<file path="src/srsr_map.svh">
// Constants of the read-status responder: command codes, status bit
// positions, register offsets and reset values.
// Assumes inclusion by bare name from the package and the top module.
`ifndef SRSR_MAP_SVH
`define SRSR_MAP_SVH

`define SRSR_CMD_LEGACY_A 8'hC0
`define SRSR_CMD_LEGACY_B 8'hD0
`define SRSR_CMD_STATUS 8'hDE
`define SRSR_OPCODE 8'hDD
`define SRSR_BYTE_COUNT 8'h03
`define SRSR_LAST_TX 2'h3

`define SRSR_S1_ABORT 6
`define SRSR_S1_LINK 5
`define SRSR_S1_FORCE 4
`define SRSR_S1_RELOAD 3
`define SRSR_S2_ALIVE 3
`define SRSR_S2_IRQ 2
`define SRSR_S2_ICR 1

`define SRSR_PS_DR 2'h0
`define SRSR_PS_D0U 2'h1
`define SRSR_PS_D0 2'h2
`define SRSR_PS_D3 2'h3

`define SRSR_OFF_CTRL 8'h00
`define SRSR_OFF_STAT 8'h04
`define SRSR_OFF_EVT 8'h08
`define SRSR_OFF_EVT_CLR 8'h0C
`define SRSR_OFF_EVT_EN 8'h10

`define SRSR_CTRL_CHG_EN 8
`define SRSR_CTRL_FORCE 9
`define SRSR_CTRL_SINGLE 10
// Arbitrary default responder address
`define SRSR_ADDR_RST 7'h49

`define SRSR_EV_REQ 0
`define SRSR_EV_CHG 1
`define SRSR_EV_SERVED 2

`endif

</file>
<file path="src/srsr_pkg.sv">
// Types of the read-status responder.
// Assumes srsr_map.svh is on the include path.
package srsr_pkg;
	`include "srsr_map.svh"

	typedef enum logic [1:0] {ST_IDLE, ST_RX, ST_TX, ST_SKIP} srsr_st_t;

	typedef struct packed {
		srsr_st_t st;
		logic [3:0] bitcnt;
		logic is_cmd;
		logic cmd_ok;
		logic ack;
		logic go_tx;
		logic [7:0] sh;
		logic [1:0] tx_idx;
	} srsr_bus_t;

	typedef struct packed {
		logic [6:0] addr;
		logic chg_en;
		logic force_link;
		logic single;
	} srsr_ctrl_t;

	typedef struct packed {
		logic scl_p;
		logic sda_p;
		logic req_p;
		srsr_bus_t bus;
		logic sda_oe;
		logic alert_oe;
		logic abort_f;
		logic reload_f;
		logic icr_f;
		logic [1:0] alive;
		logic [7:0] s1_prev;
		logic [7:0] snap1;
		logic [7:0] snap2;
		srsr_ctrl_t ctrl;
		logic [2:0] evt;
		logic [2:0] evt_en;
		logic a_wr;
		logic [7:0] a_addr;
		logic [31:0] hrdata;
		logic hready;
		logic irq;
	} srsr_state_t;
endpackage : srsr_pkg

</file>
<file path="src/srsr_sync.sv">
// Two-stage synchroniser for signals that arrive from outside clk_i.
// Assumes each bit is a quasi-static level or slow edge.
`timescale 1ns/100ps
module srsr_sync #(
	parameter int W = 3
) (
	// Clock and reset
	input wire logic clk_i,
	input wire logic arst_n_i,
	// Data
	input wire logic [W-1:0] d_i,
	output logic [W-1:0] q_o
);
	if (W < 1) begin : g_bad_w
		$error("srsr_sync: W must be at least 1");
	end

	logic [W-1:0] meta_q;

	// Reset to 1: the bus lines idle high
	always_ff @(posedge clk_i or negedge arst_n_i) begin
		if (!arst_n_i) begin
			meta_q <= '1;
			q_o <= '1;
		end else begin
			meta_q <= d_i;
			q_o <= meta_q;
		end
	end
endmodule : srsr_sync

</file>
<file path="src/srsr_top.sv">
// SMBus read-status responder with alert and AHB-Lite register slave.
// Assumes SMBus pins come from outside and are oversampled by clk_i;
// function status inputs come from logic on clk_i.
//
// Operation
// - Alert controller when it requests a status read
// - Alert on status byte one change if enabled
// - Accept read status under three command codes
// - Dedicated command always answers with partial-status opcode
// - Answer count three, opcode, byte one, byte two
// - Answer legacy commands at once, without clock stretching
// - Byte one bit 6: abort since last read
// - Bit 5 link up, bit 4 force-hold mirror
// - Bit 3: defaults reloaded since last read
// - Bits 1:0 power state, highest across functions when single is set, else function 0
// - Byte two bit 3: driver alive indication
// - Bit 2: any interrupt line asserted
// - Bit 1: cause register read since last read
// - Driver alive if either function alive
//
// Design decisions made here: the AHB-Lite interface to the registers and the register addresses.
`timescale 1ns/100ps
`include "srsr_map.svh"
module srsr_top
	import srsr_pkg::*;
(
	// Clock and reset
	input wire logic clk_i,
	input wire logic arst_n_i,
	// AHB-Lite slave
	input wire logic hsel_i,
	input wire logic [31:0] haddr_i,
	input wire logic [1:0] htrans_i,
	input wire logic hwrite_i,
	input wire logic [2:0] hsize_i,
	input wire logic [31:0] hwdata_i,
	input wire logic hready_i,
	output logic [31:0] hrdata_o,
	output logic hreadyout_o,
	output logic hresp_o,
	output logic irq_o,
	// SMBus pins
	input wire logic smb_clk_i,
	input wire logic smb_dat_i,
	output logic smb_dat_o,
	output logic smb_dat_oe_o,
	input wire logic smb_alert_i,
	output logic smb_alert_o,
	output logic smb_alert_oe_o,
	input wire logic mc_status_req_i,
	// Device status, same clock
	input wire logic abort_evt_i,
	input wire logic reload_evt_i,
	input wire logic link_up_i,
	input wire logic [1:0] drv_alive_set_i,
	input wire logic pci_rst_i,
	input wire logic [1:0] irq_line_i,
	input wire logic [1:0] icr_read_i,
	input wire logic [3:0] power_state_i
);
	//////////////////////////////////////////////////////////////////////
	// Helpers

	// Higher value means a higher-ranked power state
	function automatic logic [1:0] ps_rank(input logic [1:0] ps);
		unique case (ps)
			`SRSR_PS_D0: ps_rank = 2'h3;
			`SRSR_PS_D0U: ps_rank = 2'h2;
			`SRSR_PS_DR: ps_rank = 2'h1;
			`SRSR_PS_D3: ps_rank = 2'h0;
		endcase
	endfunction : ps_rank

	function automatic logic cmd_valid(input logic [7:0] c);
		cmd_valid = (c == `SRSR_CMD_LEGACY_A) || (c == `SRSR_CMD_LEGACY_B) ||
			(c == `SRSR_CMD_STATUS);
	endfunction : cmd_valid

	//////////////////////////////////////////////////////////////////////
	// Synchronisers; alert input is only observed, not used

	logic [2:0] syn;
	srsr_sync #(.W(3)) u_sync (
		.clk_i(clk_i),
		.arst_n_i(arst_n_i),
		.d_i({smb_clk_i, smb_dat_i, mc_status_req_i}),
		.q_o(syn)
	);
	logic scl, sda, req;
	assign scl = syn[2];
	assign sda = syn[1];
	assign req = syn[0];

	srsr_state_t s_q, s_d;

	//////////////////////////////////////////////////////////////////////
	// Live status bytes

	logic [1:0] ps0, ps1, ps_out;
	logic [7:0] s1_live, s2_live;
	always_comb begin
		ps0 = power_state_i[1:0];
		ps1 = power_state_i[3:2];
		ps_out = ps0;
		if (s_q.ctrl.single && (ps_rank(ps1) > ps_rank(ps0))) begin
			ps_out = ps1;
		end
		s1_live = 8'h00;
		s1_live[`SRSR_S1_ABORT] = s_q.abort_f;
		s1_live[`SRSR_S1_LINK] = link_up_i;
		s1_live[`SRSR_S1_FORCE] = s_q.ctrl.force_link;
		s1_live[`SRSR_S1_RELOAD] = s_q.reload_f;
		s1_live[1:0] = ps_out;
		s2_live = 8'h00;
		s2_live[`SRSR_S2_ALIVE] = |s_q.alive;
		s2_live[`SRSR_S2_IRQ] = |irq_line_i;
		s2_live[`SRSR_S2_ICR] = s_q.icr_f;
	end

	//////////////////////////////////////////////////////////////////////
	// Next state

	logic scl_rise, scl_fall, start, stop, served, req_rise, chg;
	logic [7:0] rx_byte;
	logic [2:0] ev_set;
	logic ad_sel, ad_rd;

	always_comb begin
		s_d = s_q;
		s_d.scl_p = scl;
		s_d.sda_p = sda;
		s_d.req_p = req;
		scl_rise = scl & ~s_q.scl_p;
		scl_fall = ~scl & s_q.scl_p;
		start = scl & s_q.scl_p & s_q.sda_p & ~sda;
		stop = scl & s_q.scl_p & ~s_q.sda_p & sda;
		req_rise = req & ~s_q.req_p;
		rx_byte = s_q.bus.sh;
		served = 1'b0;

		// SMBus slave; no clock stretching, so every answer is immediate
		if (start) begin
			s_d.bus.st = ST_RX;
			s_d.bus.bitcnt = 4'h0;
			s_d.bus.is_cmd = 1'b0;
			s_d.bus.ack = 1'b0;
			s_d.sda_oe = 1'b0;
		end else if (stop) begin
			s_d.bus.st = ST_IDLE;
			s_d.bus.cmd_ok = 1'b0;
			s_d.sda_oe = 1'b0;
		end else begin
			unique case (s_q.bus.st)
				ST_IDLE, ST_SKIP: begin
					s_d.sda_oe = 1'b0;
				end
				ST_RX: begin
					if (scl_rise && !s_q.bus.ack) begin
						s_d.bus.sh = {s_q.bus.sh[6:0], sda};
						s_d.bus.bitcnt = s_q.bus.bitcnt + 4'h1;
					end else if (scl_fall && s_q.bus.ack) begin
						s_d.bus.ack = 1'b0;
						s_d.sda_oe = 1'b0;
						if (s_q.bus.go_tx) begin
							// Read-status cycle begins: freeze bytes, clear stickies
							s_d.bus.st = ST_TX;
							s_d.bus.tx_idx = 2'h0;
							s_d.bus.sh = `SRSR_BYTE_COUNT;
							s_d.sda_oe = ~s_d.bus.sh[7];
							s_d.snap1 = s1_live;
							s_d.snap2 = s2_live;
							served = 1'b1;
						end
					end else if (scl_fall && s_q.bus.bitcnt == 4'h8) begin
						s_d.bus.bitcnt = 4'h0;
						s_d.bus.go_tx = 1'b0;
						s_d.bus.st = ST_SKIP;
						if (s_q.bus.is_cmd) begin
							if (cmd_valid(rx_byte)) begin
								s_d.bus.cmd_ok = 1'b1;
								s_d.bus.ack = 1'b1;
								s_d.bus.st = ST_RX;
							end
						end else if (rx_byte[7:1] == s_q.ctrl.addr) begin
							if (!rx_byte[0]) begin
								s_d.bus.is_cmd = 1'b1;
								s_d.bus.ack = 1'b1;
								s_d.bus.st = ST_RX;
							end else if (s_q.bus.cmd_ok) begin
								s_d.bus.go_tx = 1'b1;
								s_d.bus.ack = 1'b1;
								s_d.bus.st = ST_RX;
							end
						end
						s_d.sda_oe = s_d.bus.ack;
					end
				end
				ST_TX: begin
					if (scl_rise) begin
						if (s_q.bus.bitcnt == 4'h8) begin
							s_d.bus.bitcnt = 4'h0;
							if (sda || s_q.bus.tx_idx == `SRSR_LAST_TX) begin
								s_d.bus.st = ST_SKIP;
							end else begin
								s_d.bus.tx_idx = s_q.bus.tx_idx + 2'h1;
								unique case (s_q.bus.tx_idx)
									2'h0: s_d.bus.sh = `SRSR_OPCODE;
									2'h1: s_d.bus.sh = s_q.snap1;
									default: s_d.bus.sh = s_q.snap2;
								endcase
							end
						end else begin
							s_d.bus.bitcnt = s_q.bus.bitcnt + 4'h1;
						end
					end else if (scl_fall) begin
						// Release for the master acknowledge, else drive low for a zero
						if (s_q.bus.bitcnt == 4'h8) begin
							s_d.sda_oe = 1'b0;
						end else begin
							s_d.sda_oe = ~s_q.bus.sh[3'(4'h7 - s_q.bus.bitcnt)];
						end
					end
				end
			endcase
		end

		// Sticky flags: a new event wins over the clear of a read cycle
		s_d.abort_f = abort_evt_i | (s_q.abort_f & ~served);
		s_d.reload_f = reload_evt_i | (s_q.reload_f & ~served);
		s_d.icr_f = (|icr_read_i) | (s_q.icr_f & ~served);
		for (int f = 0; f < 2; f++) begin
			if (drv_alive_set_i[f]) begin
				s_d.alive[f] = 1'b1;
			end else if (pci_rst_i || power_state_i[2*f +: 2] == `SRSR_PS_D3) begin
				s_d.alive[f] = 1'b0;
			end
		end

		// Notification
		s_d.s1_prev = s1_live;
		chg = s_q.ctrl.chg_en && (s1_live != s_q.s1_prev);
		if (req_rise || chg) begin
			s_d.alert_oe = 1'b1;
		end else if (served) begin
			s_d.alert_oe = 1'b0;
		end

		// Event status: set wins over a software clear
		ev_set = 3'h0;
		ev_set[`SRSR_EV_REQ] = req_rise;
		ev_set[`SRSR_EV_CHG] = chg;
		ev_set[`SRSR_EV_SERVED] = served;

		// AHB-Lite: write in data phase, read data registered at address phase
		s_d.hready = 1'b1;
		ad_sel = hsel_i && htrans_i[1] && hready_i;
		ad_rd = ad_sel && !hwrite_i;
		s_d.a_wr = ad_sel && hwrite_i;
		s_d.a_addr = haddr_i[7:0];
		s_d.evt = s_q.evt;
		if (s_q.a_wr) begin
			unique case (s_q.a_addr)
				`SRSR_OFF_CTRL: begin
					s_d.ctrl.addr = hwdata_i[6:0];
					s_d.ctrl.chg_en = hwdata_i[`SRSR_CTRL_CHG_EN];
					s_d.ctrl.force_link = hwdata_i[`SRSR_CTRL_FORCE];
					s_d.ctrl.single = hwdata_i[`SRSR_CTRL_SINGLE];
				end
				`SRSR_OFF_EVT_CLR: s_d.evt = s_q.evt & ~hwdata_i[2:0];
				`SRSR_OFF_EVT_EN: s_d.evt_en = hwdata_i[2:0];
				default: ;
			endcase
		end
		s_d.evt = s_d.evt | ev_set;
		s_d.hrdata = 32'h0000_0000;
		if (ad_rd) begin
			unique case (haddr_i[7:0])
				`SRSR_OFF_CTRL: s_d.hrdata = {21'h00_0000, s_q.ctrl.single,
					s_q.ctrl.force_link, s_q.ctrl.chg_en, 1'b0, s_q.ctrl.addr};
				`SRSR_OFF_STAT: s_d.hrdata = {8'h00, s2_live, s1_live, 7'h00,
					s_q.alert_oe};
				`SRSR_OFF_EVT: s_d.hrdata = {29'h0000_0000, s_q.evt};
				`SRSR_OFF_EVT_EN: s_d.hrdata = {29'h0000_0000, s_q.evt_en};
				default: s_d.hrdata = 32'h0000_0000;
			endcase
		end
		s_d.irq = |(s_d.evt & s_d.evt_en);
	end

	//////////////////////////////////////////////////////////////////////
	// State register

	always_ff @(posedge clk_i or negedge arst_n_i) begin
		if (!arst_n_i) begin
			s_q <= '0;
			s_q.scl_p <= 1'b1;
			s_q.sda_p <= 1'b1;
			// Synchroniser resets high; match it so reset makes no request edge
			s_q.req_p <= 1'b1;
			s_q.bus.st <= ST_IDLE;
			s_q.ctrl.addr <= `SRSR_ADDR_RST;
		end else begin
			s_q <= s_d;
		end
	end

	//////////////////////////////////////////////////////////////////////
	// Outputs, all from flops; open-drain pins only ever pull low

	assign hrdata_o = s_q.hrdata;
	assign hreadyout_o = s_q.hready;
	assign hresp_o = 1'b0 & s_q.hready;
	assign irq_o = s_q.irq;
	assign smb_dat_o = 1'b0 & s_q.sda_oe;
	assign smb_dat_oe_o = s_q.sda_oe;
	assign smb_alert_o = 1'b0 & s_q.alert_oe;
	assign smb_alert_oe_o = s_q.alert_oe;

	logic unused;
	assign unused = ^{haddr_i[31:8], hsize_i, smb_alert_i};
endmodule : srsr_top

</file>
<file path="config.mk">
export PLATFORM = sky130hd
export DESIGN_NAME = srsr_top
export DESIGN_NICKNAME = d
export VERILOG_FILES = /design/src/srsr_pkg.sv /design/src/srsr_sync.sv /design/src/srsr_top.sv
export VERILOG_INCLUDE_DIRS = /design/src /design/src/src
export SDC_FILE = /design/constraint.sdc
export NUM_CORES = 1
export LEC_CHECK = 0
export BUFFER_PORTS_ARGS = -buffer_cell sky130_fd_sc_hd__buf_2
export CAP_MARGIN = 20
export CORE_MARGIN = 3
export CORE_UTILIZATION = 52
export DETAILED_ROUTE_END_ITERATION = 8
export GPL_TIMING_DRIVEN = 0
export PLACE_DENSITY = 0.82
export SLEW_MARGIN = 30
export SYNTH_ARGS = -nofsm -noshare
export SYNTH_HDL_FRONTEND = slang
export SYNTH_HIERARCHICAL = 1
export SYNTH_SLANG_ARGS = --single-unit
</file>
<file path="constraint.sdc">
create_clock -name clk_i -period 2.2 [get_ports clk_i]
set_input_delay 0.55 -clock clk_i [delete_from_list [all_inputs] [get_ports clk_i]]
set_output_delay 0.55 -clock clk_i [all_outputs]
set_load 0.01 [all_outputs]
</file>
Yosys cells after proc, flatten, opt, wreduce, memory -nomap -nowiden
Index checks and enable logic that the tools add are counted.
- add/subtract/negate cells: 3
- order comparisons: 2
- eq/ne operators: 47
- multiplexer cells: 87
- bitwise logic cells: 29
- reduce and logical (&&, ||, !) cells: 52
- operators with widths (kind ; count):
    $mux 10 ; 10
    $pmux 20 s4 ; 1
    $mux 2 ; 19
    $ne 4x4->1 const B ; 9
    $mux 11 ; 3
    $mux 1 ; 32
    $eq 8x8->1 const B ; 3
    $mux 20 ; 1
    $ne 2x2->1 const B ; 10
    $pmux 10 s2 ; 1
    $mux 6 ; 3
    $eq 8x4->1 const B ; 2
    $eq 8x5->1 const B ; 2
    $logic_not 8->1 ; 2
    $mux 4 ; 4
    $pmux 2 s4 ; 2
    $pmux 8 s2 ; 1
    $ne 5x5->1 const B ; 3
    $reduce_bool 3->1 ; 5
    $eq 2x2->1 const B ; 7
    $reduce_and 7->1 ; 2
    $reduce_bool 2->1 ; 7
    $mux 12 ; 1
    $pmux 6 s2 ; 1
    37 further kinds ; 89
- register bits after elaboration: 110
- output and inout port bits: 39
- word-level logic and storage cells: 254

Depth between registers and ports, before layout
- depth in word-level cells: 18
- gate-level depth with buffers: 10
- depth with buffers taken out: 10

Modules after synthesis
Netlist, hierarchy kept.
- by module, submodules not included (module ; instances ; cells an instance ; area each (sq um) ; seq. area each (sq um)):
    srsr_top ; 1 ; 420 ; 4469.3 ; 2234.6
    srsr_sync ; 1 ; 6 ; 157.7 ; 157.7

Worst setup path after synthesis
Ideal clock, no wire load.
- kind: input to register
- from: input power_state_i[2]
- to: register s_q[47] (netlist name)
- arrival: 2.324 ns
- setup slack: -0.255 ns
- stages on the path: 9
- path buffers: 0
- cells stage by stage: inv_1 -> ha_1 -> ha_1 -> nor2b_1 -> o211ai_1 -> mux2i_1 -> xnor2_1 -> o31ai_1 -> nand2_1
- RTL lines (what ; line ; RTL):
    start, declared ; srsr_top.sv:59 ; input wire logic [3:0] power_state_i
    end, declared ; srsr_top.sv:94 ; srsr_state_t s_q, s_d;

==> reports/metrics.cfg <==
[outcome]
status=complete, no violations

[clocking]
root_buffer=clkbuf_8
clock-sinks=95
clkTransAtPathRegs_ns=0.10
htreeDepth=3
clockBufferDepth=2
numCtsBuffers=9
hold_buffers=0
cts_tree=done
clock_latency_ns=0.36

[timing]
skew_ns=0.0105
whs_ns=0.112
final-setup-viol-count=0
hold_viol=0
finalSetupTns_ns=0
rsz0062_at_grt=true
final_max_slew_viol_count=0
fin_crit_sh=0.983
max_slew.worst_pin.slew_ns=0.663
relSlewSlack=0.558
post-route-min-period_ns=2.16
max_freq_ghz=0.462

[setup_path]
timing.rr.start=s_q[39]
path_class=input port to flop
worst-path-buf-inv=4
cpMaxStageDelayCell=mux2i_4
crit-reg2reg-capture=irq_o
crit_path_max_incr_delay_ns=0.29
crit_end=irq_o
cp-end-kind=flop
path_max_fanout=4
ff2ff_setup_slack_ns=0.10
path_depth=12
crit_start=power_state_i[1]
crit_family=adder cells
worstPathRequired_ns=2.44
cp.arrival_ns=2.41
crit_chain=buf_8 -> inv_4 -> ha_4 -> inv_2 -> ha_4 -> nor2b_4 -> o211ai_1 -> buf_4 -> mux2i_4 -> xnor2_2 -> nor4_2 -> o21ai_1
startpoint_type=input port
cp_common_cell=ha_4
r2r_cells=5

[synthesis]
synth_fa_ha_area_frac=0.0406
yosys_warnings=6
netlist_top_cells_area=dfrtp_1, dfstp_2, buf_4
synth_edf_count=0
synth_xor_area_frac=0.0246
yosys.area.top_type_share=0.449
muxShareOfSynthArea=0.0760
ys_types=59
avgSynthCellArea_um2=10.9
synth_top_family_by_area=simple AND/OR/NAND/NOR gates
synth.yosys.seq_area_share=0.517
synthSimpleGateAreaFrac=0.143
synthFlopType=dfrtp_1
syn-cell-area_um2=4630
synth_cells=426
synth-compound-area-share=0.114
synth-seq-cells=95
synth_area_leader_cell=dfrtp_1
async_reset_ff_frac=1.00

[layout]
final_cell_mix=dfrtp_1, buf_2, buf_4
drive_gt1_frac=0.372
n_fill_cell=661
area_growth_pct=20.6
final_common_cell=dfrtp_1
nets=629
n_antenna_cell=0

[global_routing]
gr-total-overflow=0
grt_max_degree=53
antenna_found_initial=0
grt_util_all_layers=0.197
grt_first_pass_wirelength_um=15600
grt_pass1_vias=3346

[routing]
wire_per_inst_um=15.4
drc_errors=0
num_vias=3399
drt_wl_total_um=9730
drtPass1Iterations=4
antenna_left=0
vias_per_cell=5.38
drt_iter0_markers=172

[die]
die_y_um=100
core.rowCount=33
fp.dieW_um=100
dieArea_um2=10100
core-area_um2=8420
ios=131
start_util=0.549

[power_and_ir_drop]
total_leakage_power_nw=2.66
vdd_drop_max_v=0.000401
p_per_area_nw_per_um2=760

[placement]
port_buffers=61
gp_congestion=0.842
dpl.hpwl_um=7050

[run]
drv_cap=0

[hold_path]
min-delay-path-class=input port to async pin

cell type report:
type	count	area, um2	area share
Buffer	47	323	0.0578
Clock buffer	11	141	0.0253
Multi-Input combinational cell	282	2040	0.365
Inverter	18	87.6	0.0157
Tap cell	105	131	0.0235
Clock inverter	5	41.3	0.00740
Timing Repair Buffer	69	422	0.0756
Sequential cell	95	2390	0.429
worst reg2reg max path, delay by kind of cell, from the launching register on:
family           cells  cell delay [ns]
AND/OR/NAND/NOR      3             1.23
flip-flops           1             0.38
AO/OA/AOI/OAI        2             0.38
synth_stat cells, types with 2 or more instances:
| library cell | count |
|---|---|
| a2111o_1 | 2 |
| mux2_2 | 21 |
| and3_1 | 7 |
| conb_1 | 2 |
| a211o_1 | 2 |
| nor3_2 | 2 |
| o22ai_1 | 2 |
| ha_1 | 15 |
| o31ai_1 | 2 |
| dfstp_2 | 12 |
| a211oi_1 | 9 |
| a21oi_1 | 13 |
| buf_4 | 36 |
| nor2b_1 | 8 |
| nand2_1 | 32 |
| clkbuf_1 | 9 |
| mux4_2 | 2 |
| nand4_1 | 4 |
| buf_2 | 3 |
| nor2_1 | 34 |
| a31oi_1 | 8 |
| dfrtp_1 | 83 |
| or2_2 | 2 |
| and2_1 | 7 |
| nor4_1 | 3 |
| nand2b_1 | 4 |
| a21o_1 | 9 |
| xor2_1 | 4 |
| xnor2_1 | 9 |
| inv_1 | 18 |
| o21ai_1 | 5 |
| nand3b_1 | 2 |
| o21ai_0 | 19 |
| nand3_1 | 4 |
| mux2i_1 | 7 |
| and2b_1 | 2 |
timing repair:
item                       CTS  global route
pin swaps                    3            11
setup buffers                3             4
gates resized for setup      9            34
setup endpoints to repair    6            19
per-layer routing:
layer	routed length [um]	track usage
met1	4110	0.261
met2	4880	0.326
met3	546	0.0361
met4	190	0.0715
met5	0	0
metrics by stage:
stage	cell area (um2)	worst slack [ns]	util	total power [W]	instances
final	5580	0.0370	0.663	0.00424	632
after global routing	5580	-0.0705	0.663	0.00448	632
after CTS	5470	-0.00525	0.649	0.00419	629
after detailed placement	5220	-0.799	0.620	0.00309	610
after global placement	5190	-0.741	0.617	0.00303	609
after floorplan	4760	-0.193	-	0.00277	443
report_power, final:
part	total (W)	switching, W	internal [W]
Sequential	0.00205	0.000162	0.00188
Clock	0.00108	0.000624	0.000453
Combinational	0.00112	0.000609	0.000509
Total	0.00424	0.00139	0.00285
kinds of logic after synthesis:
family,Yosys count
flops,95
other cells,2
buf+inv,66
fa+ha+maj,15
mux,30
simple gates,124
xor+xnor,13
compound gates,81
registers in the layout (all words and copies together) (netlist names):
signal and count:
hrdata_o 17, hreadyout_o 1, irq_o 1, rx_byte 8, s1_live 3, s2_live 1
s_q 56, smb_alert_oe_o 1, smb_dat_oe_o 1, u_sync/meta_q 3, u_sync/q_o 3
how the worst min path moves through the flow:
stage | slack [ns] | startpoint | depth (start not counted) | to
detailed placement | 0.35 | u_sync/meta_q[2] | 0 | u_sync/q_o[2]
finish | 0.11 | arst_n_i | 1 | s_q[108]
global route | 0.15 | arst_n_i | 1 | s_q[108]
global placement | 0.35 | u_sync/meta_q[0] | 0 | u_sync/q_o[0]
CTS | 0.14 | arst_n_i | 1 | s_q[108]
floorplan | 0.25 | arst_n_i | 0 | hrdata_o[0]
Power figures use the tool's default switching activity.
